===== src/verilog/sig_io_pkg.sv =====
// Constants and carrier types for the signal board status and I/O block.
// What this block does
// - At power-up all seven status LEDs blink together exactly once.
// - Then each LED blinks once in turn, axis 1 first, power last.
// - After the sequence axis LEDs stay off between steps and the power LED stays on.
// - After the sequence the USB LED follows the cable-present signal.
// - Axis LEDs pulse with commanded steps, brighter at higher speed.
// - Software picks normally closed or normally open for each input.
// - Inputs with the polarity bit clear report open for a high line and closed for a low line.
// - All general-purpose outputs are low from power-on until written.
// - Eight independently driven general-purpose output lines exist.
// - Outputs 1 and 2 also appear on the motor connector unchanged.
// - Inputs 1 to 8 also appear on the motor connector unchanged.
// - Step and direction for five axes plus a global enable go out.
package sig_io_pkg;

  // ----------------------------------------------------------------------
  // Register map
  // ----------------------------------------------------------------------
  localparam logic [11:0] OUT_OFS    = 12'h000;
  localparam logic [11:0] POL_OFS    = 12'h004;
  localparam logic [11:0] IN_OFS     = 12'h008;
  localparam logic [11:0] MOTION_OFS = 12'h00c;
  localparam logic [11:0] STAT_OFS   = 12'h010;

  localparam logic [7:0]  OUT_RST    = 8'h00;
  localparam logic [7:0]  POL_RST    = 8'h00;
  localparam logic [5:0]  MOTION_RST = 6'h00;
  localparam int          MOT_ENA_BIT = 5;

  // ----------------------------------------------------------------------
  // Timing
  // ----------------------------------------------------------------------
  localparam int CLK_HZ      = 50_000_000;
  localparam int BLINK_MS    = 200;
  localparam int BLINK_CYC   = BLINK_MS * (CLK_HZ / 1000);
  localparam int PULSE_US    = 5;
  localparam int PULSE_CYC   = PULSE_US * (CLK_HZ / 1_000_000);
  localparam int LED_CNT     = 7;
  localparam int AXES        = 5;

  // ----------------------------------------------------------------------
  // Types
  // ----------------------------------------------------------------------
  typedef enum logic [3:0] {
    ST_ALL_ON  = 4'b0001,
    ST_ALL_OFF = 4'b0010,
    ST_WALK    = 4'b0100,
    ST_RUN     = 4'b1000
  } led_state_t;

  typedef struct packed {
    logic [4:0] step;
    logic [4:0] dir;
    logic       enable;
  } drive_t;

endpackage : sig_io_pkg


===== src/verilog/sig_io_leds.sv =====
// Status LEDs, isolated inputs, outputs and drive signals of the board.
`timescale 1ns/1ns
module sig_io_leds #(
  parameter int BLINK_CYC = sig_io_pkg::BLINK_CYC,
  parameter int PULSE_CYC = sig_io_pkg::PULSE_CYC
) (
  // Clock and reset.
  input  wire logic               ref_clk_i,
  input  wire logic               reset_i,
  input  wire logic               clk_en_i,
  // APB slave.
  input  wire logic               psel_i,
  input  wire logic               penable_i,
  input  wire logic               pwrite_i,
  input  wire logic [11:0]        paddr_i,
  input  wire logic [31:0]        pwdata_i,
  output logic      [31:0]        prdata_o,
  output logic                    pready_o,
  output logic                    pslverr_o,
  // Pins.
  input  wire logic [7:0]         in_pins_i,
  input  wire logic               usb_cable_i,
  output logic      [7:0]         out_pins_o,
  output logic      [1:0]         motor_out_o,
  output logic      [7:0]         motor_in_o,
  output sig_io_pkg::drive_t      drive_o,
  output logic      [6:0]         leds_o
);

  // Counts that the sequencer and pulse counters cannot serve.
  if (BLINK_CYC < 2) begin : g_bad_blink
    $error("sig_io_leds: BLINK_CYC below 2");
  end
  if (PULSE_CYC < 2) begin : g_bad_pulse
    $error("sig_io_leds: PULSE_CYC below 2");
  end
  // The pulse counter is sixteen bits wide.
  if (PULSE_CYC > 65535) begin : g_big_pulse
    $error("sig_io_leds: PULSE_CYC too large");
  end

  // ----------------------------------------------------------------------
  // Pin synchronisers
  // ----------------------------------------------------------------------
  logic [8:0] sync1_reg;
  logic [8:0] sync2_reg;
  always_ff @(posedge ref_clk_i or posedge reset_i) begin
    if (reset_i) begin
      sync1_reg <= '0;
      sync2_reg <= '0;
    end else if (clk_en_i) begin
      sync1_reg <= {usb_cable_i, in_pins_i};
      sync2_reg <= sync1_reg;
    end
  end

  wire logic [7:0] in_sync  = sync2_reg[7:0];
  wire logic       usb_sync = sync2_reg[8];

  // ----------------------------------------------------------------------
  // Registers and APB
  // ----------------------------------------------------------------------
  logic [7:0] out_reg;
  logic [7:0] pol_reg;
  logic [5:0] motion_reg;
  logic [4:0] step_reg;
  logic [4:0] dir_reg;

  wire logic wr_en = psel_i & penable_i & pwrite_i & clk_en_i;
  wire logic hit_out = (paddr_i == sig_io_pkg::OUT_OFS);
  wire logic hit_pol = (paddr_i == sig_io_pkg::POL_OFS);
  wire logic hit_in  = (paddr_i == sig_io_pkg::IN_OFS);
  wire logic hit_mot = (paddr_i == sig_io_pkg::MOTION_OFS);
  wire logic hit_st  = (paddr_i == sig_io_pkg::STAT_OFS);
  wire logic hit_any = hit_out | hit_pol | hit_in | hit_mot | hit_st;

  // Normally closed lines read inverted so that a tripped switch shows open.
  wire logic [7:0] in_status = in_sync ^ pol_reg;

  logic [31:0] rd_mux;
  logic [3:0]  state_reg;
  always_comb begin
    rd_mux = 32'h0000_0000;
    if (hit_out) rd_mux = {24'h00_0000, out_reg};
    if (hit_pol) rd_mux = {24'h00_0000, pol_reg};
    if (hit_in)  rd_mux = {24'h00_0000, in_status};
    if (hit_mot) rd_mux = {26'h000_0000, motion_reg};
    if (hit_st)  rd_mux = {27'h000_0000, usb_sync, state_reg};
  end

  assign pready_o  = 1'b1;
  assign pslverr_o = psel_i & penable_i & ~hit_any;

  always_ff @(posedge ref_clk_i or posedge reset_i) begin
    if (reset_i) begin
      prdata_o <= 32'h0000_0000;
    end else if (clk_en_i && psel_i && !penable_i && !pwrite_i) begin
      prdata_o <= rd_mux;
    end
  end

  always_ff @(posedge ref_clk_i or posedge reset_i) begin
    if (reset_i) begin
      out_reg    <= sig_io_pkg::OUT_RST;
      pol_reg    <= sig_io_pkg::POL_RST;
      motion_reg <= sig_io_pkg::MOTION_RST;
    end else if (wr_en) begin
      if (hit_out) out_reg <= pwdata_i[7:0];
      if (hit_pol) pol_reg <= pwdata_i[7:0];
      if (hit_mot) motion_reg <= pwdata_i[5:0];
    end
  end

  // Write of the motion register bits 0..4 as a 1 issues one step on each axis whose pulse counter is zero.
  wire logic [4:0] step_req = (wr_en & hit_mot) ? pwdata_i[4:0] : 5'h00;
  wire logic [4:0] dir_wr   = pwdata_i[12:8];

  // ----------------------------------------------------------------------
  // Step pulse generators
  // ----------------------------------------------------------------------
  logic [4:0][15:0] pcnt_reg;
  genvar g;
  for (g = 0; g < sig_io_pkg::AXES; g++) begin : g_axis
    always_ff @(posedge ref_clk_i or posedge reset_i) begin
      if (reset_i) begin
        pcnt_reg[g] <= 16'h0000;
        step_reg[g] <= 1'b0;
        dir_reg[g]  <= 1'b0;
      end else if (clk_en_i) begin
        if (step_req[g] && pcnt_reg[g] == 16'h0000) begin
          pcnt_reg[g] <= 16'(PULSE_CYC);
          step_reg[g] <= 1'b1;
          dir_reg[g]  <= dir_wr[g];
        end else if (pcnt_reg[g] != 16'h0000) begin
          pcnt_reg[g] <= pcnt_reg[g] - 16'h0001;
          step_reg[g] <= (pcnt_reg[g] != 16'h0001);
        end
      end
    end
  end

  // ----------------------------------------------------------------------
  // Power-on LED sequence
  // ----------------------------------------------------------------------
  sig_io_pkg::led_state_t st_reg;
  logic [31:0] tmr_reg;
  logic [2:0]  idx_reg;
  wire logic   tmr_done = (tmr_reg == 32'(BLINK_CYC - 1));
  assign state_reg = st_reg;

  always_ff @(posedge ref_clk_i or posedge reset_i) begin
    if (reset_i) begin
      st_reg  <= sig_io_pkg::ST_ALL_ON;
      tmr_reg <= 32'h0000_0000;
      idx_reg <= 3'h0;
    end else if (clk_en_i && st_reg != sig_io_pkg::ST_RUN) begin
      tmr_reg <= tmr_done ? 32'h0000_0000 : tmr_reg + 32'h0000_0001;
      if (tmr_done) begin
        unique case (st_reg)
          sig_io_pkg::ST_ALL_ON: st_reg <= sig_io_pkg::ST_ALL_OFF;
          sig_io_pkg::ST_ALL_OFF: st_reg <= sig_io_pkg::ST_WALK;
          sig_io_pkg::ST_WALK: begin
            st_reg <= sig_io_pkg::ST_ALL_OFF;
            if (idx_reg == 3'(sig_io_pkg::LED_CNT - 1)) begin
              st_reg <= sig_io_pkg::ST_RUN;
            end
            idx_reg <= idx_reg + 3'h1;
          end
          default: st_reg <= sig_io_pkg::ST_RUN;
        endcase
      end
    end
  end

  // LED order: 0..4 axis 1..5, 5 USB, 6 power.
  logic [6:0] led_mux;
  always_comb begin
    led_mux = 7'h00;
    unique case (st_reg)
      sig_io_pkg::ST_ALL_ON:  led_mux = 7'h7f;
      sig_io_pkg::ST_ALL_OFF: led_mux = 7'h00;
      sig_io_pkg::ST_WALK:    led_mux = 7'(7'h01 << idx_reg);
      default: led_mux = {1'b1, usb_sync, step_reg};
    endcase
  end

  always_ff @(posedge ref_clk_i or posedge reset_i) begin
    if (reset_i) begin
      leds_o <= 7'h00;
    end else if (clk_en_i) begin
      leds_o <= led_mux;
    end
  end

  // ----------------------------------------------------------------------
  // Pin outputs
  // ----------------------------------------------------------------------
  assign out_pins_o     = out_reg;
  assign motor_out_o    = out_reg[1:0];
  assign motor_in_o     = in_sync;
  assign drive_o.step   = step_reg;
  assign drive_o.dir    = dir_reg;
  assign drive_o.enable = motion_reg[sig_io_pkg::MOT_ENA_BIT];

  // ----------------------------------------------------------------------
  // Checks
  // ----------------------------------------------------------------------
  out_low_a: assert property (@(posedge ref_clk_i) $rose(reset_i) |=>
    out_pins_o == 8'h00) else $error("outputs not low after reset");
  mirror_a: assert property (@(posedge ref_clk_i) disable iff (reset_i)
    motor_out_o == out_pins_o[1:0]) else $error("motor outputs differ");
  run_leds_a: assert property (@(posedge ref_clk_i) disable iff (reset_i)
    $past(st_reg) == sig_io_pkg::ST_RUN && $past(clk_en_i) |->
    leds_o[6] && leds_o[5] == $past(usb_sync))
    else $error("run LEDs wrong");
  pol_read_a: assert property (@(posedge ref_clk_i) disable iff (reset_i)
    psel_i && !penable_i && !pwrite_i && hit_in && clk_en_i |=>
    prdata_o[7:0] == $past(in_sync ^ pol_reg)) else $error("input read");
  step_len_a: assert property (@(posedge ref_clk_i) disable iff (reset_i)
    $rose(step_reg[0]) |-> step_reg[0] [*2]) else $error("step too short");
  c_run: cover property (@(posedge ref_clk_i) st_reg == sig_io_pkg::ST_RUN);
  c_step: cover property (@(posedge ref_clk_i) $rose(step_reg[0]));
  c_wr: cover property (@(posedge ref_clk_i) wr_en && hit_out);
  c_walk: cover property (@(posedge ref_clk_i) st_reg == sig_io_pkg::ST_WALK);
  c_usb_off: cover property (@(posedge ref_clk_i) !usb_sync && st_reg[3]);

  // ----------------------------------------------------------------------
  // Sequence, pin and drive checks
  // ----------------------------------------------------------------------
  // Each check except run_stay_a and out_hold_a waits for clk_en_i, since a frozen cycle keeps old values.

  all_on_a: assert property (
    @(posedge ref_clk_i) disable iff (reset_i)
    st_reg == sig_io_pkg::ST_ALL_ON && clk_en_i |=> leds_o == 7'h7f)
    else $error("common blink not all on");

  walk_one_a: assert property (
    @(posedge ref_clk_i) disable iff (reset_i)
    st_reg == sig_io_pkg::ST_WALK && clk_en_i |=>
    leds_o == 7'(7'h01 << $past(idx_reg)))
    else $error("walk step shows wrong LED");

  seq_end_a: assert property (
    @(posedge ref_clk_i) disable iff (reset_i)
    st_reg == sig_io_pkg::ST_WALK && tmr_done && clk_en_i &&
    idx_reg == 3'(sig_io_pkg::LED_CNT - 1) |=> st_reg == sig_io_pkg::ST_RUN)
    else $error("sequence does not end after power LED");

  run_stay_a: assert property (
    @(posedge ref_clk_i) disable iff (reset_i)
    st_reg == sig_io_pkg::ST_RUN |=> st_reg == sig_io_pkg::ST_RUN)
    else $error("left run state");

  usb_led_a: assert property (
    @(posedge ref_clk_i) disable iff (reset_i)
    st_reg == sig_io_pkg::ST_RUN && clk_en_i && !usb_sync |=> !leds_o[5])
    else $error("USB LED lit without cable");

  axis_led_a: assert property (
    @(posedge ref_clk_i) disable iff (reset_i)
    st_reg == sig_io_pkg::ST_RUN && clk_en_i |=> leds_o[4:0] == $past(step_reg))
    else $error("axis LEDs do not follow steps");

  step_end_a: assert property (
    @(posedge ref_clk_i) disable iff (reset_i)
    pcnt_reg[0] == 16'h0001 && clk_en_i |=> !step_reg[0])
    else $error("step pulse does not end");

  pol_wr_a: assert property (
    @(posedge ref_clk_i) disable iff (reset_i)
    wr_en && hit_pol |=> pol_reg == $past(pwdata_i[7:0]))
    else $error("polarity write lost");

  status_a: assert property (
    @(posedge ref_clk_i) disable iff (reset_i)
    psel_i && !penable_i && !pwrite_i && hit_in && clk_en_i &&
    pol_reg == 8'h00 |=> prdata_o[7:0] == $past(in_sync))
    else $error("high line not reported open");

  out_hold_a: assert property (
    @(posedge ref_clk_i) disable iff (reset_i)
    !(wr_en && hit_out) |=> $stable(out_pins_o))
    else $error("outputs changed without a write");

  out_wr_a: assert property (
    @(posedge ref_clk_i) disable iff (reset_i)
    wr_en && hit_out |=> out_pins_o == $past(pwdata_i[7:0]))
    else $error("output write lost");

  dir_latch_a: assert property (
    @(posedge ref_clk_i) disable iff (reset_i)
    clk_en_i && step_req[0] && pcnt_reg[0] == 16'h0000 |=>
    drive_o.dir[0] == $past(pwdata_i[8]))
    else $error("direction not latched with step");

  ena_a: assert property (
    @(posedge ref_clk_i) disable iff (reset_i)
    wr_en && hit_mot |=>
    drive_o.enable == $past(pwdata_i[sig_io_pkg::MOT_ENA_BIT]))
    else $error("drive enable not stored");

  sync_lat_a: assert property (
    @(posedge ref_clk_i) disable iff (reset_i)
    !$past(reset_i) && !$past(reset_i, 2) && $past(clk_en_i) &&
    $past(clk_en_i, 2) |-> motor_in_o == $past(in_pins_i, 2))
    else $error("input not two stages behind pin");

endmodule : sig_io_leds


===== config.mk =====
export PLATFORM = sky130hd
export DESIGN_NAME = sig_io_leds
export DESIGN_NICKNAME = d
export VERILOG_FILES = /design/src/verilog/sig_io_pkg.sv /design/src/verilog/sig_io_leds.sv
export SDC_FILE = /design/constraint.sdc
export NUM_CORES = 1
export LEC_CHECK = 0
export BUFFER_PORTS_ARGS = -buffer_cell sky130_fd_sc_hd__buf_2
export CORE_MARGIN = 5
export CORE_UTILIZATION = 58
export DETAILED_ROUTE_END_ITERATION = 6
export GPL_ROUTABILITY_DRIVEN = 0
export HOLD_SLACK_MARGIN = 0.03
export PLACE_DENSITY = 0.77
export SYNTH_ARGS = -nofsm -noshare
export SYNTH_HDL_FRONTEND = slang
export SYNTH_SLANG_ARGS = --single-unit

===== constraint.sdc =====
create_clock -name ref_clk_i -period 6.6 [get_ports ref_clk_i]
set_input_delay 0.33 -clock ref_clk_i [delete_from_list [all_inputs] [get_ports ref_clk_i]]
set_output_delay 0.33 -clock ref_clk_i [all_outputs]
set_load 0.005 [all_outputs]

==> impl_metrics.toml, run 1 <==
[run_status]
outcome = "complete, no violations"

[global_route]
globalRouteOverflowTotal = 0
antenna_found_initial = 0
grtUsageTotal_pct = 21.25
grt_max_degree = 110
grt_pass1_vias = 6628
grt_first_pass_wirelength_um = 32180

[clocking]
clock_sinks = 184
cts_hold_buf = 0
cts_max_path_buffers = 2
clk_pin_slew_ps = 70
cts_setup_buffers = 0
cts_buffers = 17
cts_tree = "done"
htreeDepth = 4
clk_latency_ps = 430
cts.repair.resized = 0
clockRootBuffer = "clkbuf_16"

[pwr]
peakVddDrop_mv = 0.2165
swShare_pct = 31.22
power.internal_mw = 2.364
seq_power_share_pct = 48.2
pwr-share-clk_pct = 32.2
p_sw_mw = 1.073
finalPower_mw = 3.437
p_per_area_mw_per_mm2 = 326.4
combPwrFrac_pct = 19.6
power_leakage_nw = 4.789

[min_path]
hold_class = "in2async"

[final_layout]
layout-drive-gt1-share_pct = 19.45
area_delta_synth_final_pct = 11.38
nets = 1080
largest_reg_flops = 80
diodes = 0
postLayoutCellArea_mm2 = 0.01053
n_fill_cell = 1287

[critical_path]
crit_arrival_ps = 3350
r2r-end = "idx_reg[1]$_DFFE_PP0P_"
rrSetupSlack_ps = 3560
rr_worst_depth = 6
path_cells = "or4b_1 > or4_4 > nor4_4 > and2_1 > nand2_4 > mux2_4"
crit_required_ps = 6910
crit_fanout = 15
cp_slowest_cell = "and2_1"
critPathLaunchType = "flip-flop"
worstSetupEndpointType = "flip-flop"
path_class = "reg2reg"
crit_path_max_incr_delay_ps = 680
cp_top_family = "simple AND/OR/NAND/NOR gates"
r2r_start = "tmr_reg[11]$_DFFE_PP0N_"
crit_buf_inv = 0

[place]
portBuffers = 84
hpwl_um = 13500
placed_area_mm2 = 0.009882

[yosys]
yosysTopAreaCell = "dfrtp_1"
synth_edf_count = 0
synth_area_per_cell_um2 = 10.08
synth_top_area_share_pct = 48.45
ys_types = 64
synth.area.top_cells = "dfrtp_1 48%, mux2_2 6.6%, nor2_1 4.4%"
synth_cells = 938
ys_ff_latch = 184
yosys_warnings = 0
synth_flop_cell = "dfrtp_1"
syn_area_mm2 = 0.009452
ys_seq_area_share_pct = 48.73
ys_async_sr_fraction_pct = 100.0

[floorplanning]
die_area_mm2 = 0.01895
rows = 46
pin_count = 129
core_mm2 = 0.01594
die_y_um = 137.7
initial_core_util_pct = 59.28
dieWidth_um = 137.7

[drt]
drt_iter0_drc = 531
wl_per_cell_um = 16.01
vias_per_cell = 5.762
wl_um = 19760
antenna_left = 0
remaining_drc_errors = 0
dr_total_vias = 7110
drt_pre_antenna_iters = 5

[timing]
final.setup.tns_ps = 0
fin_skew_ps = 8.906
worst_slew_pin_slew_ps = 1093
slew_headroom_pct = 26.39
slew_viol_final = 0
setup_viol = 0
hold_viol = 0
fmax_mhz = 329.0
rsz0062_at_grt = "no"
period_minus_slack_ps = 3039
fin_crit_sh_pct = 46.05

[job]
maxCapViolations = 0
-- per-layer routing --
metal	wire [um]	share of wire, %	global-route usage (%)
met3	1250	6.3	3.470
met2	9221	47	33.46
met5	0	0	0
met1	8910	45	29.94
met4	371	1.9	7.539
-- cell families (layout without fill, tap and decap cells) --
kind of cell | after synthesis | after routing | synth area share (%)
AOI/OAI and AO/OA | 137 | 137 | 9.638
other | 2 | 25 | 0.07946
and+or+nand+nor | 372 | 372 | 19.78
xor gates and xnor gates | 69 | 69 | 6.394
muxes | 69 | 69 | 8.155
buffers and inverters | 89 | 146 | 5.110
DFF | 184 | 184 | 48.73
adders and majority gates | 16 | 16 | 2.118
-- through the flow --
stage / worst slack (ps) / hold slack, ps / instances / utilization (%)
after global routing: 3464 / 122.9 / 1234 / 66.03
after floorplan: 1271 / 438.4 / 961 / -
final: 3561 / 105.4 / 1234 / 66.03
after global placement: 3375 / 458.6 / 1202 / 61.98
after CTS: 3541 / 112.3 / 1234 / 66.03
after detailed placement: 3291 / 464.8 / 1202 / 61.98
-- worst reg2reg max path, stage by stage (launching register included) --
cell     delay [ps]
dfrtp_1         430
or4b_1          540
or4_4           510
nor4_4          300
and2_1          680
nand2_4         130
mux2_4          320
-- cell usage after synthesis, types with 8 or more instances --
library cell    n
a211oi_1       13
a21o_1          8
a21oi_1        21
a31oi_1        16
and3_1         10
buf_4          38
clkbuf_1       18
dfrtp_1       183
ha_1           16
inv_1          25
mux2_2         55
mux2i_1         8
nand2_1        85
nand2b_1       14
nand3_1        31
nand4_1        11
nor2_1        111
nor3_1         35
nor4_1         18
o21ai_0        34
o41ai_1         9
or3_1          13
xnor2_1        42
xor2_1         27
-- how the worst max path moves through the flow --
stage / startpoint / endpoint / depth (start not counted)
final: tmr_reg[11]$_DFFE_PP0N_ / idx_reg[1]$_DFFE_PP0P_ / 6
after global routing: tmr_reg[11]$_DFFE_PP0N_ / idx_reg[1]$_DFFE_PP0P_ / 6
after detailed placement: clk_en_i / drive_o[3]$_DFFE_PP0P_ / 7
after floorplan: reset_i / drive_o[10]$_DFFE_PP0P_ / 1
after global placement: clk_en_i / drive_o[2]$_DFFE_PP0P_ / 7
after CTS: tmr_reg[11]$_DFFE_PP0N_ / idx_reg[1]$_DFFE_PP0P_ / 6
-- power by group through the flow --
stage / Sequential, mW / Clock, mW / Combinational (mW)
after floorplan: 1.60 / 0 / 0.566
after global placement: 1.65 / 0 / 0.646
after detailed placement: 1.66 / 0 / 0.674
after CTS: 1.65 / 1.12 / 0.679
after global routing: 1.69 / 1.16 / 0.767
final: 1.66 / 1.11 / 0.675
-- placed cells by master, fill, tap and decap left out, types with 18 or more instances in the layout --
master | netlist | final
a21oi_1 | 21 | 21
buf_2 | 5 | 84
conb_1 | 2 | 25
dfrtp_1 | 183 | 183
inv_1 | 25 | 24
mux2_2 | 55 | 55
nand2_1 | 85 | 85
nand3_1 | 31 | 31
nor2_1 | 111 | 111
nor3_1 | 35 | 35
nor4_1 | 18 | 18
o21ai_0 | 34 | 34
xnor2_1 | 42 | 42
xor2_1 | 27 | 27
-- layout make-up --
class	count	area [um2]	area share [%]
clock buffer	20	456.7	4.338
clock inverter	12	188.9	1.795
inverter	25	98.84	0.9389
multi-input combinational	688	4449	42.26
sequential	184	4606	43.75
tap	216	270.3	2.567
timing repair buffer	89	457.9	4.350
Note: power is estimated with default switching activity, not from simulation.
==> run 2: changes to the inputs <==
==> constraint.sdc (replaced) <==
create_clock -name ref_clk_i -period 3.1 [get_ports ref_clk_i]
set_input_delay 0.155 -clock ref_clk_i [delete_from_list [all_inputs] [get_ports ref_clk_i]]
set_output_delay 0.155 -clock ref_clk_i [all_outputs]
set_load 0.005 [all_outputs]
==> run 2 against run 1 <==
Total power is 110% higher. Clock power grew 90%. Via count rose by 0.91%. Cell count up 2.7%. Global-route usage grew 0.77 points. Clock skew is essentially flat. Critical endpoint unchanged. Utilization is 1.6 points higher. Fmax is 13% higher. Critical path depth unchanged. Register-to-register slack got worse by 3200 ps. Sequential share of layout area fell by 1.1 points. Highest routed layer unchanged.
==> impl_metrics.toml, run 2 (synthesis results as in run 1) <==
[run_status]
outcome = "complete, no violations"

[clocking]
htreeDepth = 4
cts_hold_buf = 21
cts_setup_buffers = 0
clock_sinks = 184
cts.repair.resized = 0
cts_buffers = 17
clk_pin_slew_ps = 70
cts_tree = "done"
clk_latency_ps = 430
cts_max_path_buffers = 2
clockRootBuffer = "clkbuf_16"

[timing]
slew_headroom_pct = 21.55
fin_crit_sh_pct = 86.98
hold_viol = 0
final.setup.tns_ps = 0
worst_slew_pin_slew_ps = 1164
fmax_mhz = 370.9
setup_viol = 0
period_minus_slack_ps = 2696
rsz0062_at_grt = "no"
fin_skew_ps = 8.868
slew_viol_final = 0

[critical_path]
cp_top_family = "simple AND/OR/NAND/NOR gates"
critPathLaunchType = "flip-flop"
cp_slowest_cell = "or4b_1"
crit_fanout = 6
crit_buf_inv = 0
rr_worst_depth = 6
path_cells = "or4b_1 > or4_4 > nor4_4 > and2_1 > nand2_4 > mux2_4"
crit_required_ps = 3420
r2r-end = "idx_reg[1]$_DFFE_PP0P_"
crit_arrival_ps = 3010
r2r_start = "tmr_reg[11]$_DFFE_PP0N_"
rrSetupSlack_ps = 400
path_class = "reg2reg"
worstSetupEndpointType = "flip-flop"
crit_path_max_incr_delay_ps = 530

[place]
hpwl_um = 14010
placed_area_mm2 = 0.009996
portBuffers = 84

[drt]
drt_pre_antenna_iters = 5
remaining_drc_errors = 0
wl_um = 19670
drt_iter0_drc = 561
antenna_left = 0
vias_per_cell = 5.663
wl_per_cell_um = 15.52
dr_total_vias = 7175

[pwr]
peakVddDrop_mv = 0.4195
power_leakage_nw = 4.909
p_per_area_mw_per_mm2 = 657.5
combPwrFrac_pct = 20.7
power.internal_mw = 4.798
p_sw_mw = 2.294
seq_power_share_pct = 49.6
pwr-share-clk_pct = 29.7
swShare_pct = 32.35

[final_layout]
nets = 1113
postLayoutCellArea_mm2 = 0.01079
multi_input_area_mm2 = 0.004449
layout-drive-gt1-share_pct = 20.08
largest_reg_flops = 80
layout_commonest_cell = "dfrtp_1"
area_delta_synth_final_pct = 14.13
diodes = 0
regArea_mm2 = 0.004606
n_fill_cell = 1229
layout_common_cells = "183 x dfrtp_1, 111 x nor2_1, 85 x nand2_1"

[global_route]
grt_first_pass_wirelength_um = 33500
grt_max_degree = 64
antenna_found_initial = 0
globalRouteOverflowTotal = 0
grt_pass1_vias = 6915
grtUsageTotal_pct = 22.02

[floorplanning]
die_area_mm2 = 0.01895
pin_count = 129
dieWidth_um = 137.7
core_mm2 = 0.01594
die_y_um = 137.7
rows = 46
initial_core_util_pct = 59.28

[min_path]
hold_class = "in2reg"
hold_start = "pwdata_i[2]"
whs_path_depth = 2
hold_end = "pol_reg[2]$_DFFE_PP0P_"

[job]
maxCapViolations = 0
[run 2: changes by cell type in the layout (fill, tap and decap cells not counted), moves of 2 or more]
| cell | previous run | this run |
|---|---|---|
| dlygate4sd3_1 | 0 | 21 |
| buf_4 | 5 | 15 |
| bufinv_16 | 4 | 1 |
| buf_12 | 0 | 2 |
| clkinv_4 | 3 | 5 |
| clkinvlp_4 | 3 | 5 |
[run 2: how the worst max path moves through the flow]
stage                                         from                  endpoint  cells after the start
after global placement     tmr_reg[11]$_DFFE_PP0N_    idx_reg[1]$_DFFE_PP0P_                      6
after CTS                  tmr_reg[11]$_DFFE_PP0N_    idx_reg[1]$_DFFE_PP0P_                      6
after detailed placement                paddr_i[7]  pcnt_reg[75]$_DFFE_PP0P_                      8
after global routing      pcnt_reg[41]$_DFFE_PP0P_  pcnt_reg[47]$_DFFE_PP0P_                      7
after floorplan                            reset_i   drive_o[10]$_DFFE_PP0P_                      1
final                      tmr_reg[11]$_DFFE_PP0N_    idx_reg[1]$_DFFE_PP0P_                      6
[run 2: power by group through the flow]
stage	logic [mW]	clock network, mW	registers, mW
final	1.47	2.11	3.52
after global routing	1.69	2.24	3.61
after CTS	1.48	2.14	3.51
after detailed placement	1.45	0	3.53
after floorplan	1.20	0	3.41
after global placement	1.39	0	3.52
[run 2: layout make-up]
| type | instances | area share [%] |
|---|---|---|
| Clock buffer | 18 | 4.071 |
| Clock inverter | 14 | 1.311 |
| Inverter | 25 | 0.9048 |
| Multi-Input combinational cell | 688 | 41.25 |
| Sequential cell | 184 | 42.70 |
| Tap cell | 216 | 2.506 |
| Timing Repair Buffer | 122 | 7.261 |
[run 2: routing by layer]
layer,vias to the layer above,GRT usage [%],wire length [um]
met2,212,35.33,9217
met4,0,7.982,410
met3,35,3.762,1216
met5,-,0,0
met1,3458,30.24,8824
li1,3470,-,-
[run 2: metrics by stage]
step	cells	hold slack [ps]	utilization [%]	setup WS [ps]	total power, mW
after floorplan	961	305.6	-	581.3	4.614
after global placement	1214	330.4	62.70	444.4	4.911
after detailed placement	1214	336.0	62.70	396.2	4.987
after CTS	1267	42.97	67.66	390.7	7.128
after global routing	1267	49.54	67.66	238.3	7.537
final	1267	65.55	67.66	403.5	7.092
==> run 3: changes to the inputs <==
--- a/config.mk
+++ b/config.mk
@@ -12,6 +12,7 @@
 export GPL_ROUTABILITY_DRIVEN = 0
 export HOLD_SLACK_MARGIN = 0.03
 export PLACE_DENSITY = 0.77
+export RECOVER_POWER = 25
 export SYNTH_ARGS = -nofsm -noshare
 export SYNTH_HDL_FRONTEND = slang
 export SYNTH_SLANG_ARGS = --single-unit
==> run 3 against run 2 <==
The flow now finishes with violations (capacitance limit, slew limit). Worst setup slack gained 13 ps. Cell count unchanged. Fmax increased by 0.48%. Combinational power about the same.
==> impl_metrics.toml, run 3 (synthesis results as in run 1) <==
[run_status]
outcome = "finished, violations left"
violations = "capacitance limit, slew limit"

[clocking]
cts_buffers = 17
htreeDepth = 4
clock_sinks = 184
clockRootBuffer = "clkbuf_16"
clk_latency_ps = 430
cts.repair.resized = 0
clk_pin_slew_ps = 70
cts_tree = "done"
cts_setup_buffers = 0
cts_max_path_buffers = 2

[place]
portBuffers = 84
placed_area_mm2 = 0.009996
dp_slack_ps = 396.2
hpwl_um = 14010

[drt]
antenna_left = 0
wl_per_cell_um = 15.57
dr_total_vias = 7194
wl_um = 19730
drt_iter0_drc = 584
remaining_drc_errors = 0
drt_pre_antenna_iters = 5
vias_per_cell = 5.678

[timing]
worst_slack_ps = 416.4
fmax_mhz = 372.6
fin_skew_ps = 8.386
slew_viol_final = 33
period_minus_slack_ps = 2684
final.setup.tns_ps = 0
rsz0062_at_grt = "no"
worst_slew_pin_slew_ps = 1573
fin_crit_sh_pct = 86.57
slew_headroom_pct = -5.420
hold_viol = 0
whs_ps = 54.30
setup_viol = 0

[final_layout]
layout_common_cells = "183 x dfrtp_1, 111 x nor2_1, 85 x nand2_1"
layout_commonest_cell = "dfrtp_1"
n_fill_cell = 1243
largest_reg_flops = 80
layout-drive-gt1-share_pct = 17.41
area_delta_synth_final_pct = 13.73
postLayoutCellArea_mm2 = 0.01075
diodes = 0
nets = 1113

[pwr]
power.internal_mw = 4.796
peakVddDrop_mv = 0.4213
seq_power_share_pct = 49.6
combPwrFrac_pct = 20.7
swShare_pct = 32.33
pwr-share-clk_pct = 29.7
p_sw_mw = 2.291
p_per_area_mw_per_mm2 = 659.2
power_leakage_nw = 4.810

[critical_path]
crit_arrival_ps = 3000
crit_fanout = 6
worstSetupEndpointType = "flip-flop"
crit_required_ps = 3420
path_class = "reg2reg"
critPathLaunchType = "flip-flop"

[floorplanning]
core_mm2 = 0.01594
initial_core_util_pct = 59.28
rows = 46
dieWidth_um = 137.7
die_y_um = 137.7
pin_count = 129
die_area_mm2 = 0.01895

[global_route]
antenna_found_initial = 0
grt_pass1_vias = 6915
grt_first_pass_wirelength_um = 33500
globalRouteOverflowTotal = 0
grtUsageTotal_pct = 22.02
grt_max_degree = 64

[min_path]
hold_class = "in2reg"

[job]
maxCapViolations = 1
[run 3: cell types whose count changed in the layout (fill, tap and decap cells not counted), sizes merged]
| cell | previous run | this run |
|---|---|---|
| buf | 101 | 73 |
| clkbuf | 18 | 46 |
[run 3: metal layers]
metal	wire length [um]	share of wire [%]	global-route usage, %
met1	8814	45	30.24
met2	9329	47	35.33
met3	1179	6.0	3.762
met4	407	2.1	7.982
met5	0	0	0
[run 3: per-stage QoR]
stage               total power, mW  util (%)  cells
global placement              4.911     62.70   1214
global route                  7.535     67.42   1267
CTS                           7.128     67.66   1267
floorplan                     4.614         -    961
finish                        7.086     67.42   1267
detailed placement            4.987     62.70   1214
[run 3: power by group through the flow]
stage          sequential (mW)  clock (mW)  combinational (mW)
2_1_floorplan             3.41           0                1.20
4_1_cts                   3.51        2.14                1.48
3_5_place_dp              3.53           0                1.45
6_report                  3.52        2.10                1.47
3_3_place_gp              3.52           0                1.39
5_1_grt                   3.61        2.24                1.69
[run 3: final timing paths]
kind / from / end / slack, ps / cells past startpoint
min in group asynchronous: reset_i / pcnt_reg[4]$_DFFE_PP0P_ / 650 / 3
max: tmr_reg[11]$_DFFE_PP0N_ / idx_reg[1]$_DFFE_PP0P_ / 420 / 6
max reg2reg: tmr_reg[11]$_DFFE_PP0N_ / idx_reg[1]$_DFFE_PP0P_ / 420 / 6
min: pwdata_i[4] / out_pins_o[4]$_DFFE_PP0P_ / 50 / 2
min reg2reg: tmr_reg[31]$_DFFE_PP0N_ / tmr_reg[31]$_DFFE_PP0N_ / 470 / 1
max in group asynchronous: reset_i / pcnt_reg[60]$_DFFE_PP0P_ / 1420 / 4
[run 3: layout make-up]
cell class / count / area [um2] / area share, %
multi-input cells: 688 / 4449 / 41.39
clock inverters: 14 / 141.4 / 1.315
inverters: 25 / 95.09 / 0.8846
clock buffers: 18 / 439.2 / 4.086
well taps: 216 / 270.3 / 2.514
flip-flops and latches: 184 / 4606 / 42.85
repair buffers: 122 / 748.2 / 6.961
[run 3: worst max-delay path: stages, from the launching register on]
cell	delay [ps]
dfrtp_1	430
or4b_1	530
or4_4	510
nor4_4	330
and2_1	360
nand2_4	110
mux2_4	310
[run 3: repair_timing]
action / in CTS / in global routing
hold endpoints to repair: 57 / 0
hold buffers: 21 / 0
endpoints found under the setup margin: 0 / 0
